--- src/verilog/pin_share_pkg.sv ---
`default_nettype none
package pin_share_pkg;
    localparam int THREADS      = 2;
    localparam int ADDR_W       = 32;
    localparam int A20_BIT      = 20;
    localparam int LINT_COUNT   = 2;
    localparam logic RUN_RESET  = 1'b1;

    typedef enum logic [1:0] {
        ST_RUN,
        ST_GRANT
    } core_state_e;

    // One memory or I/O request toward the external bus
    typedef struct packed {
        logic              valid;
        logic              is_mem;
        logic [ADDR_W-1:0] addr;
    } bus_req_s;

    // Per-thread control view
    typedef struct packed {
        logic run_enable;
        logic irq_enable;
        logic [LINT_COUNT-1:0] lint_pending;
    } thread_ctl_s;
endpackage
`default_nettype wire

--- src/verilog/addr_mask_unit.sv ---
`default_nettype none
module addr_mask_unit
    import pin_share_pkg::*;
(
    // Request in
    input  wire bus_req_s in_req,
    // Mask control, active high here
    input  wire logic     force_low,
    // Request out
    output logic [ADDR_W-1:0] masked_addr
);
    wire logic clear_bit;

    // Only memory cycles lose bit 20; I/O keeps its address
    assign clear_bit = force_low & in_req.valid & in_req.is_mem;
    assign masked_addr = in_req.addr &
                         ~({{(ADDR_W-1){1'b0}}, clear_bit} << A20_BIT);
endmodule
`default_nettype wire

--- src/verilog/shared_pin_thread_control.sv ---
`default_nettype none
module shared_pin_thread_control
    import pin_share_pkg::*;
#(
    parameter int N_THREADS = THREADS
) (
    // Clock and reset
    input  wire logic clock,
    input  wire logic resetn,
    // Shared package pins
    input  wire logic halt_request_n,
    input  wire logic local_irq_line_0,
    input  wire logic local_irq_line_1,
    input  wire logic addr_bit20_force_low_n,
    // Per-thread local vector masks, bit t*2+line
    input  wire logic [N_THREADS*LINT_COUNT-1:0] lint_mask,
    // Per-thread state and irq acknowledge from the cores
    input  wire logic [N_THREADS-1:0] thread_halted,
    input  wire logic [N_THREADS-1:0] irq_ack,
    // Memory or I/O request toward the external bus, from the active thread
    input  wire logic                 req_valid,
    input  wire logic                 req_is_mem,
    input  wire logic [ADDR_W-1:0]    req_addr,
    // Snoop in
    input  wire logic                 snoop_valid,
    // Outputs
    output logic                      stop_grant,
    output logic [N_THREADS-1:0]      thread_run,
    output logic [N_THREADS-1:0]      irq_accept_en,
    output logic [N_THREADS*LINT_COUNT-1:0] lint_pending,
    output logic                      bus_valid,
    output logic [ADDR_W-1:0]         bus_addr,
    output logic                      snoop_resp
);
    // Registered state; every output below comes from one of these
    core_state_e                     state_reg, state_next;
    logic                            grant_reg;
    logic [N_THREADS-1:0]            run_reg, run_next;
    logic [N_THREADS-1:0]            irqen_reg, irqen_next;
    logic [N_THREADS*LINT_COUNT-1:0] pend_reg, pend_next;
    logic                            bvalid_reg;
    logic [ADDR_W-1:0]               baddr_reg;
    logic                            snoop_reg;
    // Previous line levels, for edge detection
    logic [LINT_COUNT-1:0]           lint_prev_reg;

    // Decoded pins and next-state helpers
    wire logic                            halt_req;
    wire logic                            in_grant;
    wire logic                            grant_next;
    wire logic                            a20_force;
    wire logic [LINT_COUNT-1:0]           lint_now;
    wire logic [LINT_COUNT-1:0]           lint_rise;
    wire logic [N_THREADS-1:0]            ack_take;
    wire logic [N_THREADS*LINT_COUNT-1:0] lint_set;
    wire logic [N_THREADS*LINT_COUNT-1:0] lint_clr;
    wire logic [ADDR_W-1:0]               masked_addr;
    wire bus_req_s                        cur_req;

    // Per-thread enables: all clear while granted, else the given set
    function automatic logic [N_THREADS-1:0] gate_threads(
        input logic                 granted,
        input logic [N_THREADS-1:0] allowed
    );
        return granted ? '0 : allowed;
    endfunction

    // Copy the shared line vector into every thread's slice
    function automatic logic [N_THREADS*LINT_COUNT-1:0] fan_lines(
        input logic [LINT_COUNT-1:0] lines
    );
        logic [N_THREADS*LINT_COUNT-1:0] fanned;
        fanned = '0;
        for (int t = 0; t < N_THREADS; t++) begin
            fanned[t*LINT_COUNT +: LINT_COUNT] = lines;
        end
        return fanned;
    endfunction

    // Widen one flag per thread over all lines of that thread
    function automatic logic [N_THREADS*LINT_COUNT-1:0] fan_threads(
        input logic [N_THREADS-1:0] flags
    );
        logic [N_THREADS*LINT_COUNT-1:0] fanned;
        fanned = '0;
        for (int t = 0; t < N_THREADS; t++) begin
            fanned[t*LINT_COUNT +: LINT_COUNT] = {LINT_COUNT{flags[t]}};
        end
        return fanned;
    endfunction

    // Pin polarity decoding; the two control pins are active low
    assign halt_req  = ~halt_request_n;
    assign a20_force = ~addr_bit20_force_low_n;
    assign in_grant  = (state_reg == ST_GRANT);
    assign lint_now  = {local_irq_line_1, local_irq_line_0};

    // Edge detect; a line held high delivers only once
    // History resets to the idle low level, so no false edge after reset
    assign lint_rise = lint_now & ~lint_prev_reg;

    // State selection
    always_comb begin
        state_next = state_reg;
        case (state_reg)
            ST_RUN: begin
                if (halt_req) begin
                    state_next = ST_GRANT;
                end
            end
            ST_GRANT: begin
                if (!halt_req) begin
                    state_next = ST_RUN;
                end
            end
            default: begin
                state_next = ST_RUN;
            end
        endcase
    end

    // The request is honoured on the very edge that samples it
    assign grant_next = (state_next == ST_GRANT);

    // Thread enables follow the next state so they move with the grant
    // stop both threads
    assign run_next   = gate_threads(grant_next, ~thread_halted);
    assign irqen_next = gate_threads(grant_next, {N_THREADS{1'b1}});

    assign lint_set  = fan_lines(lint_rise) & ~lint_mask;
    // acks ignored while granted; grant also closes irqen
    assign ack_take  = irq_ack & irqen_reg & {N_THREADS{~in_grant}};
    assign lint_clr  = fan_threads(ack_take);
    // Set wins over clear, so an edge meeting an ack is not lost
    assign pend_next = (pend_reg & ~lint_clr) | lint_set;

    // Bus request as one packed word for the mask stage
    assign cur_req = '{valid: req_valid, is_mem: req_is_mem, addr: req_addr};

    addr_mask_unit u_mask (
        .in_req      (cur_req),
        .force_low   (a20_force),
        .masked_addr (masked_addr)
    );

    // Core state and the grant flag that drives the pin side
    always_ff @(posedge clock or negedge resetn) begin
        if (!resetn) begin
            state_reg <= ST_RUN;
            grant_reg <= 1'b0;
        end else begin
            state_reg <= state_next;
            grant_reg <= grant_next;
        end
    end

    // Thread execution and interrupt acceptance enables
    always_ff @(posedge clock or negedge resetn) begin
        if (!resetn) begin
            run_reg   <= {N_THREADS{RUN_RESET}};
            irqen_reg <= {N_THREADS{RUN_RESET}};
        end else begin
            run_reg   <= run_next;
            irqen_reg <= irqen_next;
        end
    end

    // Pending interrupts; they stay latched through a grant
    always_ff @(posedge clock or negedge resetn) begin
        if (!resetn) begin
            pend_reg <= '0;
        end else begin
            pend_reg <= pend_next;
        end
    end

    // Line history for the edge detector
    always_ff @(posedge clock or negedge resetn) begin
        if (!resetn) begin
            lint_prev_reg <= '0;
        end else begin
            lint_prev_reg <= lint_now;
        end
    end

    // Outgoing bus request, one cycle behind the core side
    always_ff @(posedge clock or negedge resetn) begin
        if (!resetn) begin
            bvalid_reg <= 1'b0;
            baddr_reg  <= '0;
        end else begin
            bvalid_reg <= req_valid;
            baddr_reg  <= masked_addr;
        end
    end

    // snoops answered always
    // Not gated by the grant: caches must stay coherent while halted
    always_ff @(posedge clock or negedge resetn) begin
        if (!resetn) begin
            snoop_reg <= 1'b0;
        end else begin
            snoop_reg <= snoop_valid;
        end
    end

    // Outputs straight from flops
    assign stop_grant    = grant_reg;
    assign thread_run    = run_reg;
    assign irq_accept_en = irqen_reg;
    assign lint_pending  = pend_reg;
    assign bus_valid     = bvalid_reg;
    assign bus_addr      = baddr_reg;
    assign snoop_resp    = snoop_reg;
endmodule
`default_nettype wire
--- config.mk ---
export PLATFORM = sky130hd
export DESIGN_NAME = shared_pin_thread_control
export DESIGN_NICKNAME = d
export VERILOG_FILES = /design/src/verilog/pin_share_pkg.sv /design/src/verilog/addr_mask_unit.sv /design/src/verilog/shared_pin_thread_control.sv
export SDC_FILE = /design/constraint.sdc
export NUM_CORES = 1
export LEC_CHECK = 0
export BUFFER_PORTS_ARGS = -buffer_cell sky130_fd_sc_hd__buf_2
export CORE_MARGIN = 2
export CORE_UTILIZATION = 35
export DETAILED_ROUTE_END_ITERATION = 10
export PLACE_DENSITY_LB_ADDON = 0.2
export SETUP_SLACK_MARGIN = 0.4
export SYNTH_ARGS = -nofsm -noshare
export SYNTH_HDL_FRONTEND = slang
export SYNTH_SLANG_ARGS = --single-unit
--- constraint.sdc ---
create_clock -name clock -period 0.9 [get_ports clock]
set_input_delay 0.135 -clock clock [delete_from_list [all_inputs] [get_ports clock]]
set_output_delay 0.135 -clock clock [all_outputs]
set_load 0.01 [all_outputs]
### After elaboration in Yosys (flattened, before gate mapping)

Cells that the tools add are included.

* bits in registers: 47

* eq/ne operators: 2
* multiplexer cells: 5
* bitwise operators: 16
* reductions and logical operators: 1

Operators by type and width (number)
* 32-bit bitwise AND: 1
* 21-bit inverter with 32-bit output: 1
* 4-bit bitwise AND: 2
* 2-bit two-way mux: 4
* 4-bit inverter: 2
* 2-bit bitwise AND: 3
* 2-bit by 1-bit == test with 1-bit output (second input constant): 2
* 2-bit inverter: 2
* 4-bit bitwise OR: 1
* 2-bit case mux with 2 select lines: 1
* 1-bit bitwise AND: 2
* 2-bit logical NOT: 1
* 1-bit inverter: 2

### Logic depth before layout (Yosys ltp)

Gate-level depths: netlist of run 1.

* depth in word-level cells: 6
* mapped depth: 3
* depth with buffers taken out: 3

### Hierarchy

A second synthesis of run 1 with hierarchy kept.

* cell total of the unflattened synthesis: 96
* area total of the unflattened synthesis: 1497.7 um2

By module, submodules not included
* shared_pin_thread_control: instances 1, cells an instance 63, area each 1255.0 um2
* addr_mask_unit: instances 1, cells an instance 33, area each 242.7 um2

### Worst setup path before layout of run 1

No wires, ideal clock.

* kind: register -> register
* start: reg irq_accept_en[0] (netlist name)
* end: reg pend_reg[2], in the netlist lint_pending[2]
* setup time: 0.121 ns
* arrival: 0.764 ns
* data required time: 0.779 ns
* slack: 0.015 ns
* stages on the path, launching flop included: 3
* buffers on the path: 0
* period minus slack after synthesis: 0.885 ns
* cell sequence: dfstp_2 nand3_1 o2bb2ai_1

RTL lines
* end signal, assigned: line shared_pin_thread_control.sv:173 `pend_reg <= pend_next;`
* end, declared: line shared_pin_thread_control.sv:40 `logic [N_THREADS*LINT_COUNT-1:0] pend_reg, pend_next;`

### Final worst setup path of run 1

* start: reg irqen_reg[0], in the netlist irq_accept_en[0]
* end: out irq_accept_en[0]

RTL lines
* start, declared: line shared_pin_thread_control.sv:39 `logic [N_THREADS-1:0] irqen_reg, irqen_next;`
* start signal, assigned: line shared_pin_thread_control.sv:161 `irqen_reg <= {N_THREADS{RUN_RESET}};`
* start signal, assigned: line shared_pin_thread_control.sv:164 `irqen_reg <= irqen_next;`
* end, declared: line shared_pin_thread_control.sv:29 `output logic [N_THREADS-1:0] irq_accept_en,`

No word-level cell between the ends.

==> flow_metrics.py, run 1 <==
metrics = {
    "placed_design": {
        "hpwl_um": 2030,
        "place_area_um2": 1810,
        "port_buffers": 91,
        "pre_cts_ws_ns": 0.0227,
        "place.gp.congestion": 0.725,
    },
    "detailed_routing": {
        "postRouteAntennaNets": 0,
        "dr.pass1.iters": 2,
        "met2_length_um": 1680,
        "wl_met3_um": 334,
        "route.detailed.drc": 0,
        "vias": 1006,
        "drt-vias-per-instance": 4.17,
        "avgRoutedWirePerCell_um": 12.8,
        "drt_iter0_markers": 43,
        "routed_wirelength_um": 3070,
        "wl_met1_um": 1010,
        "dr.max_layer_used": "met4",
    },
    "synth": {
        "syn_avg_cell_area_um2": 19.7,
        "yosys.area_share.simple_pct": 3.96,
        "synth_compound_area_share_pct": 3.37,
        "yosysWarnings": 0,
        "yosys.area.top_type": "dfrtp_1",
        "netlist.area_leader.share_pct": 85.2,
        "synthAdderAreaFrac_pct": 0,
        "synth_seq_area_share_pct": 91.5,
        "synthTopCellsByArea": "dfrtp_1, dfstp_2, o2bb2ai_1, nor2_1, nand2b_1",
        "synth_top_family_by_area": "simple AND/OR/NAND/NOR gates",
        "synth_seq_cells": 46,
        "synthesis.nets": 113,
        "synthCells": 64,
        "synth_area_um2": 1260,
        "muxShareOfSynthArea_pct": 0,
        "synth_cell_type_count": 12,
        "synth-xor-area-share_pct": 0,
    },
    "run_status": {
        "violations": "hold timing, setup timing",
        "status": "finished with violations",
    },
    "cts": {
        "clkLatencyLatePin_ns": 0.34,
        "htree_levels": 2,
        "cts_tree": "done",
        "numCtsBuffers": 5,
        "cts-root-buf": "clkbuf_4",
        "max-clock-path-buffers": 2,
        "cts.sinks": 46,
        "clkTransAtPathRegs_ns": 0.12,
    },
    "job": {
        "cap_violations": 0,
    },
    "sta": {
        "fmax_mhz": 859,
        "period_share_pct": 129,
        "finalClockSkew_ns": 0.00282,
        "finalCriticalPeriod_ns": 1.16,
        "slew_violations": 0,
        "setup_slack_ns": -0.265,
        "setup_tns_ns": -5.02,
        "hold_ws_ns": -0.261,
        "hold_viol": 65,
        "rsz0062_at_grt": "yes",
        "finalSetupViolations": 47,
    },
    "layout": {
        "final_area_um2": 2280,
        "fillCellCount": 255,
        "drive_above_1_share_pct": 60.5,
        "syn_to_final_growth_pct": 80.4,
        "diodes": 0,
        "largest_reg_flops": 32,
        "nNetsFinal": 243,
    },
    "setup_path": {
        "r2r-start": "irq_accept_en[0]",
        "crit_slowest_cell": "dfstp_2",
        "cp.buffers_inverters": 1,
        "r2r_cells": 3,
        "crit_path_end_kind": "primary output",
        "crit_arrival_ns": 1.03,
        "cp_max_fo": 3,
        "start_kind": "register",
        "r2r_slack_ns": -0.12,
        "critPathRequiredTime_ns": 0.76,
        "crit_chain": "buf_6",
        "r2r-end": "lint_pending[0]",
        "cpLargestDelayFamily": "flip-flops",
        "path_class": "register to primary output",
        "cpPeakStageDelay_ns": 0.58,
    },
    "global_routing": {
        "antenna_found_initial": 0,
        "grt_pass1_vias": 990,
        "grt_usage_pct": 14.8,
        "grt.overflow.total": 0,
        "grt_max_degree": 47,
        "grt_pass1_wl_um": 4420,
    },
    "floorplanning": {
        "fp.dieH_um": 64.1,
        "fp.coreArea_um2": 3390,
        "initial_utilization_pct": 37.2,
        "die-area_um2": 4100,
        "num_io_pins": 92,
        "die_x_um": 64.1,
        "row_count": 21,
    },
    "worst_hold_path": {
        "min_path_type": "input pin to async pin",
    },
    "power": {
        "power.total_mw": 3.75,
        "p_per_area_nw_per_um2": 1650,
        "ir_worst_vdd_mv": 1.23,
        "leakagePower_nw": 1.18,
    },
}
-- report_power, final --
part           switching [mW]  leakage [nW]  total (mW)  internal [mW]
Combinational           0.231         0.601       0.563          0.332
Clock                   0.579        0.0353       0.958          0.379
Sequential             0.0417         0.539        2.23           2.19
Total                   0.852          1.18        3.75           2.90
-- stage by stage --
step | cells | util (%)
floorplan | 64 | -
detailed placement | 202 | 53.3
finish | 241 | 67.2
global placement | 202 | 53.3
CTS | 218 | 58.7
global route | 241 | 67.2
-- synth_stat cells, drive strengths merged --
library cell   n
dfstp          3
inv            1
nand3          2
o21a           1
buf            1
conb           1
nor2           4
dfrtp         43
nand2b         3
nand2          1
o2bb2ai        4
-- cells in the final DEF, fill, tap and decap left out --
cell type / netlist / layout
buf_2: 0 / 79
dfrtp_1: 43 / 43
dlygate4sd3_1: 0 / 22
buf_6: 0 / 14
buf_4: 1 / 6
clkbuf_4: 0 / 5
o2bb2ai_1: 4 / 3
dfstp_2: 3 / 3
nor2_4: 0 / 2
nand2b_1: 2 / 2
dlymetal6s4s_1: 0 / 2
nand2b_2: 1 / 1
nand3_4: 0 / 1
nand3_2: 0 / 1
inv_2: 0 / 1
nor2_1: 4 / 1
nor2_2: 0 / 1
o2bb2ai_2: 0 / 1
nand2_1: 1 / 1
o21a_1: 1 / 1
clkinv_2: 0 / 1
clkbuf_1: 0 / 1
clkbuf_8: 0 / 1
buf_12: 0 / 1
conb_1: 1 / 1
-- what timing repair did --
action	in CTS	in global routing
endpoints found under the setup margin	52	54
hold buffers	5	19
endpoints found under the hold margin	90	85
pin swaps	0	1
setup buffers	3	4
gates resized for setup	9	15
-- cells by family after synthesis --
| logic type | after synthesis |
|---|---|
| DFF | 46 |
| buffers and inverters | 2 |
| other | 1 |
| and+or+nand+nor | 10 |
| AOI/OAI and AO/OA | 5 |
-- final cells by class --
class | count | area [µm²] | area share, %
clock inverter | 1 | 5.00 | 0.220
multi-input combinational | 16 | 138 | 6.04
tap | 46 | 57.6 | 2.53
inverter | 1 | 3.75 | 0.165
sequential | 46 | 1150 | 50.7
clock buffer | 7 | 55.1 | 2.42
timing repair buffer | 124 | 863 | 37.9
-- routing by layer --
layer | track usage (%) | up-vias
met4 | 6.52 | 0
met3 | 8.63 | 6
li1 | - | 460
met5 | 0 | -
met2 | 25.8 | 59
met1 | 13.9 | 481
-- worst max-delay path by stage --
stage / startpoint / endpoint / slack [ns] / depth (start not counted)
2_1_floorplan: irq_accept_en[0] / lint_pending[0] / 0.03 / 2
3_3_place_gp: irq_accept_en[0] / lint_pending[3] / 0.05 / 2
3_5_place_dp: irq_accept_en[0] / lint_pending[3] / 0.02 / 2
4_1_cts: irq_accept_en[0] / irq_accept_en[1] / -0.28 / 1
5_1_grt: irq_accept_en[0] / irq_accept_en[1] / -0.32 / 1
6_report: irq_accept_en[0] / irq_accept_en[0] / -0.26 / 1
Note: power is estimated with default switching activity, not from simulation.
==> run 2, diff against run 1 <==
--- a/config.mk
+++ b/config.mk
@@ -5,6 +5,7 @@
 export SDC_FILE = /design/constraint.sdc
 export NUM_CORES = 1
 export LEC_CHECK = 0
+export ABC_CLOCK_PERIOD_IN_PS = 900
 export BUFFER_PORTS_ARGS = -buffer_cell sky130_fd_sc_hd__buf_2
 export CORE_MARGIN = 2
 export CORE_UTILIZATION = 35
==> constraint.sdc (replaced) <==
create_clock -name clock -period 0.9 [get_ports clock]
set_input_delay 0.18 -clock clock [delete_from_list [all_inputs] [get_ports clock]]
set_output_delay 0.18 -clock clock [all_outputs]
set_load 0.01 [all_outputs]
==> run 2 against run 1 <==
  * The run still ends with hold timing, setup timing left
  * Die area did not move
  * Setup slack got worse by 0.047 ns
  * Via count fell by 11%
  * Critical endpoint is now irq_accept_en[1]
  * Largest cell class unchanged
  * Highest routed layer unchanged
==> flow_metrics.py, run 2 (synthesis gave the netlist of run 1 again) <==
metrics = {
    "sta": {
        "finalCriticalPeriod_ns": 1.21,
        "finalSetupViolations": 47,
        "setup_slack_ns": -0.312,
        "finalClockSkew_ns": 0.00942,
        "slew_violations": 0,
        "fmax_mhz": 825,
        "rsz0062_at_grt": "yes",
        "hold_viol": 81,
        "period_share_pct": 135,
        "hold_ws_ns": -0.209,
    },
    "detailed_routing": {
        "vias": 895,
        "drt-vias-per-instance": 4.14,
        "avgRoutedWirePerCell_um": 12.3,
        "routed_wirelength_um": 2650,
        "drt_iter0_markers": 14,
        "route.detailed.drc": 0,
        "postRouteAntennaNets": 0,
        "dr.pass1.iters": 4,
    },
    "layout": {
        "syn_to_final_growth_pct": 63.9,
        "fillCellCount": 268,
        "diodes": 0,
        "final_cell_mix": "buf_2, dfrtp_1, buf_6, clkbuf_4, buf_4",
        "drive_above_1_share_pct": 68.8,
        "fin_util_pct": 61.1,
        "nNetsFinal": 218,
        "final_common_cell": "buf_2",
        "fin_cells": 216,
        "final_area_um2": 2070,
        "largest_reg_flops": 32,
    },
    "placed_design": {
        "hpwl_um": 2000,
        "place.gp.congestion": 0.710,
        "port_buffers": 91,
        "dp.cells": 202,
        "place_area_um2": 1810,
    },
    "job": {
        "cap_violations": 0,
    },
    "setup_path": {
        "r2r_cells": 4,
        "crit_slowest_cell": "dfstp_2",
        "r2r-end": "lint_pending[0]",
        "cpLargestDelayFamily": "flip-flops",
        "cp-endpoint": "irq_accept_en[1]",
        "cp.buffers_inverters": 1,
        "critPathRequiredTime_ns": 0.72,
        "crit_arrival_ns": 1.03,
        "path_class": "register to primary output",
        "crit_path_end_kind": "primary output",
        "cp_max_fo": 3,
        "crit_chain": "buf_6",
        "cpPeakStageDelay_ns": 0.58,
        "r2r_slack_ns": -0.20,
        "start_kind": "register",
        "cp-startpoint": "irq_accept_en[0]",
        "r2r-start": "irq_accept_en[0]",
        "cp.depth": 1,
    },
    "cts": {
        "clkLatencyLatePin_ns": 0.34,
        "clkTransAtPathRegs_ns": 0.12,
        "cts-root-buf": "clkbuf_4",
        "htree_levels": 2,
        "numCtsBuffers": 5,
        "max-clock-path-buffers": 2,
        "cts_tree": "done",
        "cts.sinks": 46,
    },
    "power": {
        "clock_power_share_pct": 30.0,
        "p_per_area_nw_per_um2": 1880,
        "comb_power_share_pct": 12.6,
        "switching_power_mw": 0.835,
        "p_sw_share_pct": 21.5,
        "p_seq_share_pct": 57.5,
        "ir_worst_vdd_mv": 1.25,
        "leakagePower_nw": 1.06,
        "power.total_mw": 3.88,
        "intPower_mw": 3.05,
    },
    "global_routing": {
        "grt_pass1_vias": 959,
        "grt_max_degree": 47,
        "grt.overflow.total": 0,
        "antenna_found_initial": 0,
        "grt_pass1_wl_um": 4150,
        "grt_usage_pct": 14.0,
    },
    "run_status": {
        "violations": "hold timing, setup timing",
        "status": "finished with violations",
    },
    "floorplanning": {
        "fp.dieH_um": 64.1,
        "die_x_um": 64.1,
        "fp.coreArea_um2": 3390,
        "die-area_um2": 4100,
        "initial_utilization_pct": 37.2,
        "num_io_pins": 92,
        "row_count": 21,
    },
    "worst_hold_path": {
        "min_path_type": "input pin to async pin",
    },
}
[run 2: how the worst min path moves through the flow]
stage | depth (start not counted) | slack [ns] | end
after floorplan | 0 | -0.12 | bus_addr[0]
after global placement | 2 | 0.17 | bus_addr[1]
after detailed placement | 2 | 0.18 | bus_addr[19]
after CTS | 2 | -0.22 | bus_addr[12]
after global routing | 2 | -0.23 | bus_addr[30]
final | 2 | -0.21 | bus_addr[30]
[run 2: area by class of cell]
cell class / count / area, µm² / share of cell area, %
clock buffer: 7 / 45.0 / 2.18
sequential: 46 / 1150 / 55.8
inverter: 1 / 3.75 / 0.181
multi-input combinational: 16 / 155 / 7.50
tap: 46 / 57.6 / 2.78
timing repair buffer: 99 / 623 / 30.1
clock inverter: 1 / 30.0 / 1.45
[run 2: routing by layer]
layer  track usage (%)  wire length [µm]  vias to the layer above
li1                  -                 -                      413
met1              13.0               781                      416
met2              24.6              1480                       59
met3              8.27               326                        7
met4              5.71                61                        0
met5                 0                 0                        -
[run 2: repair_timing]
item,in CTS,in global routing
setup buffers,3,3
hold endpoints to repair,85,84
gates resized for setup,10,15
setup endpoints to repair,52,52
[run 2: per-stage QoR]
stage	setup slack, ns	setup TNS [ns]
3_5_place_dp	0.00882	0
6_report	-0.312	-6.99
2_1_floorplan	0.0265	0
5_1_grt	-0.375	-9.84
4_1_cts	-0.342	-7.78
3_3_place_gp	0.0476	0
[run 2: power by group through the flow]
stage / clock [mW] / combinational [mW] / sequential (mW)
floorplan: 0 / 0.0438 / 2.33
global placement: 0 / 0.374 / 2.26
detailed placement: 0 / 0.387 / 2.26
CTS: 1.22 / 0.436 / 2.23
global route: 1.33 / 0.534 / 2.24
finish: 1.16 / 0.488 / 2.23
==> run 3, diff against run 2 <==
--- a/config.mk
+++ b/config.mk
@@ -7,8 +7,10 @@
 export LEC_CHECK = 0
 export ABC_CLOCK_PERIOD_IN_PS = 900
 export BUFFER_PORTS_ARGS = -buffer_cell sky130_fd_sc_hd__buf_2
+export CELL_PAD_IN_SITES_DETAIL_PLACEMENT = 1
+export CELL_PAD_IN_SITES_GLOBAL_PLACEMENT = 2
 export CORE_MARGIN = 2
-export CORE_UTILIZATION = 35
+export CORE_UTILIZATION = 21
 export DETAILED_ROUTE_END_ITERATION = 10
 export PLACE_DENSITY_LB_ADDON = 0.2
 export SETUP_SLACK_MARGIN = 0.4
==> run 3 against run 2 <==
  * The run still ends with hold timing, setup timing left
  * Largest power group unchanged
  * Clock skew decreased by 0.0060 ns
  * First-iteration DRC count increased by 50%
  * Sequential cell count unchanged
  * Clock-buffer cell count decreased by 2
  * Global-route usage decreased by 4.7 points
  * Critical path depth unchanged
  * Sequential power about the same
  * Power increased by 1.7%
  * Non-clock buffer count increased by 1
==> flow_metrics.py, run 3 (synthesis gave the netlist of run 1 again) <==
metrics = {
    "setup_path": {
        "crit_arrival_ns": 0.97,
        "start_kind": "register",
        "cp.buffers_inverters": 1,
        "crit_path_end_kind": "primary output",
        "cp_max_fo": 3,
        "cp.depth": 1,
        "path_class": "register to primary output",
        "r2r-start": "irq_accept_en[0]",
        "critPathRequiredTime_ns": 0.72,
        "cpPeakStageDelay_ns": 0.57,
        "cpLargestDelayFamily": "flip-flops",
        "crit_slowest_cell": "dfstp_2",
        "r2r-end": "lint_pending[0]",
        "cp-endpoint": "irq_accept_en[1]",
        "r2r_cells": 4,
        "cp-startpoint": "irq_accept_en[0]",
        "crit_chain": "buf_6",
        "r2r_slack_ns": -0.20,
    },
    "layout": {
        "final_common_cell": "buf_2",
        "seq_area_um2": 1150,
        "drive_above_1_share_pct": 70.2,
        "largest_reg_flops": 32,
        "syn_to_final_growth_pct": 68.2,
        "final_cell_mix": "buf_2, dfrtp_1, buf_6, buf_4, clkbuf_8",
        "multiInputGateArea_um2": 156,
        "fin_cells": 246,
        "diodes": 0,
        "fillCellCount": 654,
        "nNetsFinal": 219,
        "fin_util_pct": 36.3,
    },
    "cts": {
        "cts_tree": "done",
        "cts-root-buf": "clkbuf_8",
        "numCtsBuffers": 5,
        "clkTransAtPathRegs_ns": 0.09,
        "clkLatencyLatePin_ns": 0.29,
        "cts.sinks": 46,
        "max-clock-path-buffers": 2,
        "htree_levels": 2,
    },
    "detailed_routing": {
        "vias": 922,
        "route.detailed.drc": 0,
        "postRouteAntennaNets": 0,
        "dr.pass1.iters": 2,
        "drt-vias-per-instance": 3.75,
        "routed_wirelength_um": 3000,
        "drt_iter0_markers": 21,
        "avgRoutedWirePerCell_um": 12.2,
    },
    "global_routing": {
        "grt_pass1_wl_um": 4380,
        "grt_usage_pct": 9.28,
        "grt.overflow.total": 0,
        "grt_max_degree": 47,
        "antenna_found_initial": 0,
        "grt_pass1_vias": 1015,
    },
    "power": {
        "p_seq_share_pct": 56.6,
        "power.total_mw": 3.95,
        "p_per_area_nw_per_um2": 1860,
        "switching_power_mw": 0.938,
        "intPower_mw": 3.01,
        "comb_power_share_pct": 12.6,
        "ir_worst_vdd_mv": 0.860,
        "clock_power_share_pct": 30.8,
        "p_sw_share_pct": 23.8,
        "leakagePower_nw": 1.07,
    },
    "sta": {
        "hold_ws_ns": -0.141,
        "rsz0062_at_grt": "yes",
        "finalCriticalPeriod_ns": 1.15,
        "finalClockSkew_ns": 0.00339,
        "period_share_pct": 128,
        "finalSetupViolations": 47,
        "slew_violations": 0,
        "setup_slack_ns": -0.250,
        "hold_viol": 72,
        "fmax_mhz": 870,
    },
    "placed_design": {
        "hpwl_um": 2220,
        "pre_cts_ws_ns": 0.00516,
        "place.gp.congestion": 0.617,
        "dp.cells": 231,
        "port_buffers": 91,
    },
    "floorplanning": {
        "die-area_um2": 6650,
        "num_io_pins": 92,
        "row_count": 28,
        "die_x_um": 81.5,
        "fp.dieH_um": 81.5,
        "fp.coreArea_um2": 5850,
        "initial_utilization_pct": 21.6,
    },
    "run_status": {
        "status": "finished with violations",
        "violations": "hold timing, setup timing",
    },
    "job": {
        "cap_violations": 0,
    },
    "worst_hold_path": {
        "min_path_type": "input pin to async pin",
    },
}
run 3: worst min-delay path by stage:
stage                     cells after the start  slack [ns]      endpoint  startpoint
after floorplan                               0       -0.12   bus_addr[0]      resetn
after global placement                        2        0.18    stop_grant      resetn
after detailed placement                      2        0.18    stop_grant      resetn
after CTS                                     2       -0.14  bus_addr[16]      resetn
after global routing                          2       -0.14   bus_addr[1]      resetn
final                                         2       -0.14  bus_addr[23]      resetn
run 3: area by class of cell:
| cell class | instances | share of cell area (%) |
|---|---|---|
| clock inverters | 3 | 1.00 |
| well taps | 75 | 4.42 |
| multi-input cells | 16 | 7.37 |
| repair buffers | 100 | 29.4 |
| clock buffers | 5 | 3.24 |
| flip-flops and latches | 46 | 54.4 |
| inverters | 1 | 0.177 |
run 3: repair_timing:
action                     in CTS  in global routing
setup endpoints to repair      52                 52
buffers inserted                5                  2
resized for setup              12                 11
hold endpoints to repair       78                 80
run 3: per-layer routing:
metal / part of all wire [%] / vias to the layer above / global-route usage, %
li1: - / 410 / -
met3: 15 / 2 / 6.37
met2: 52 / 68 / 15.6
met1: 32 / 442 / 8.67
met5: 0 / - / 0
met4: 0.80 / 0 / 4.07
run 3: power by group through the flow:
stage	Clock, mW	Sequential [mW]	Combinational (mW)
2_1_floorplan	0	2.33	0.0438
3_3_place_gp	0	2.26	0.382
3_5_place_dp	0	2.27	0.391
4_1_cts	1.29	2.23	0.464
5_1_grt	1.38	2.24	0.546
6_report	1.22	2.23	0.497
run 3: stage by stage:
stage | area, µm² | TNS (ns)
after detailed placement | 1840 | 0
after global placement | 1840 | 0
after floorplan | 1270 | 0
after CTS | 2040 | -5.20
after global routing | 2120 | -6.64
final | 2120 | -4.47
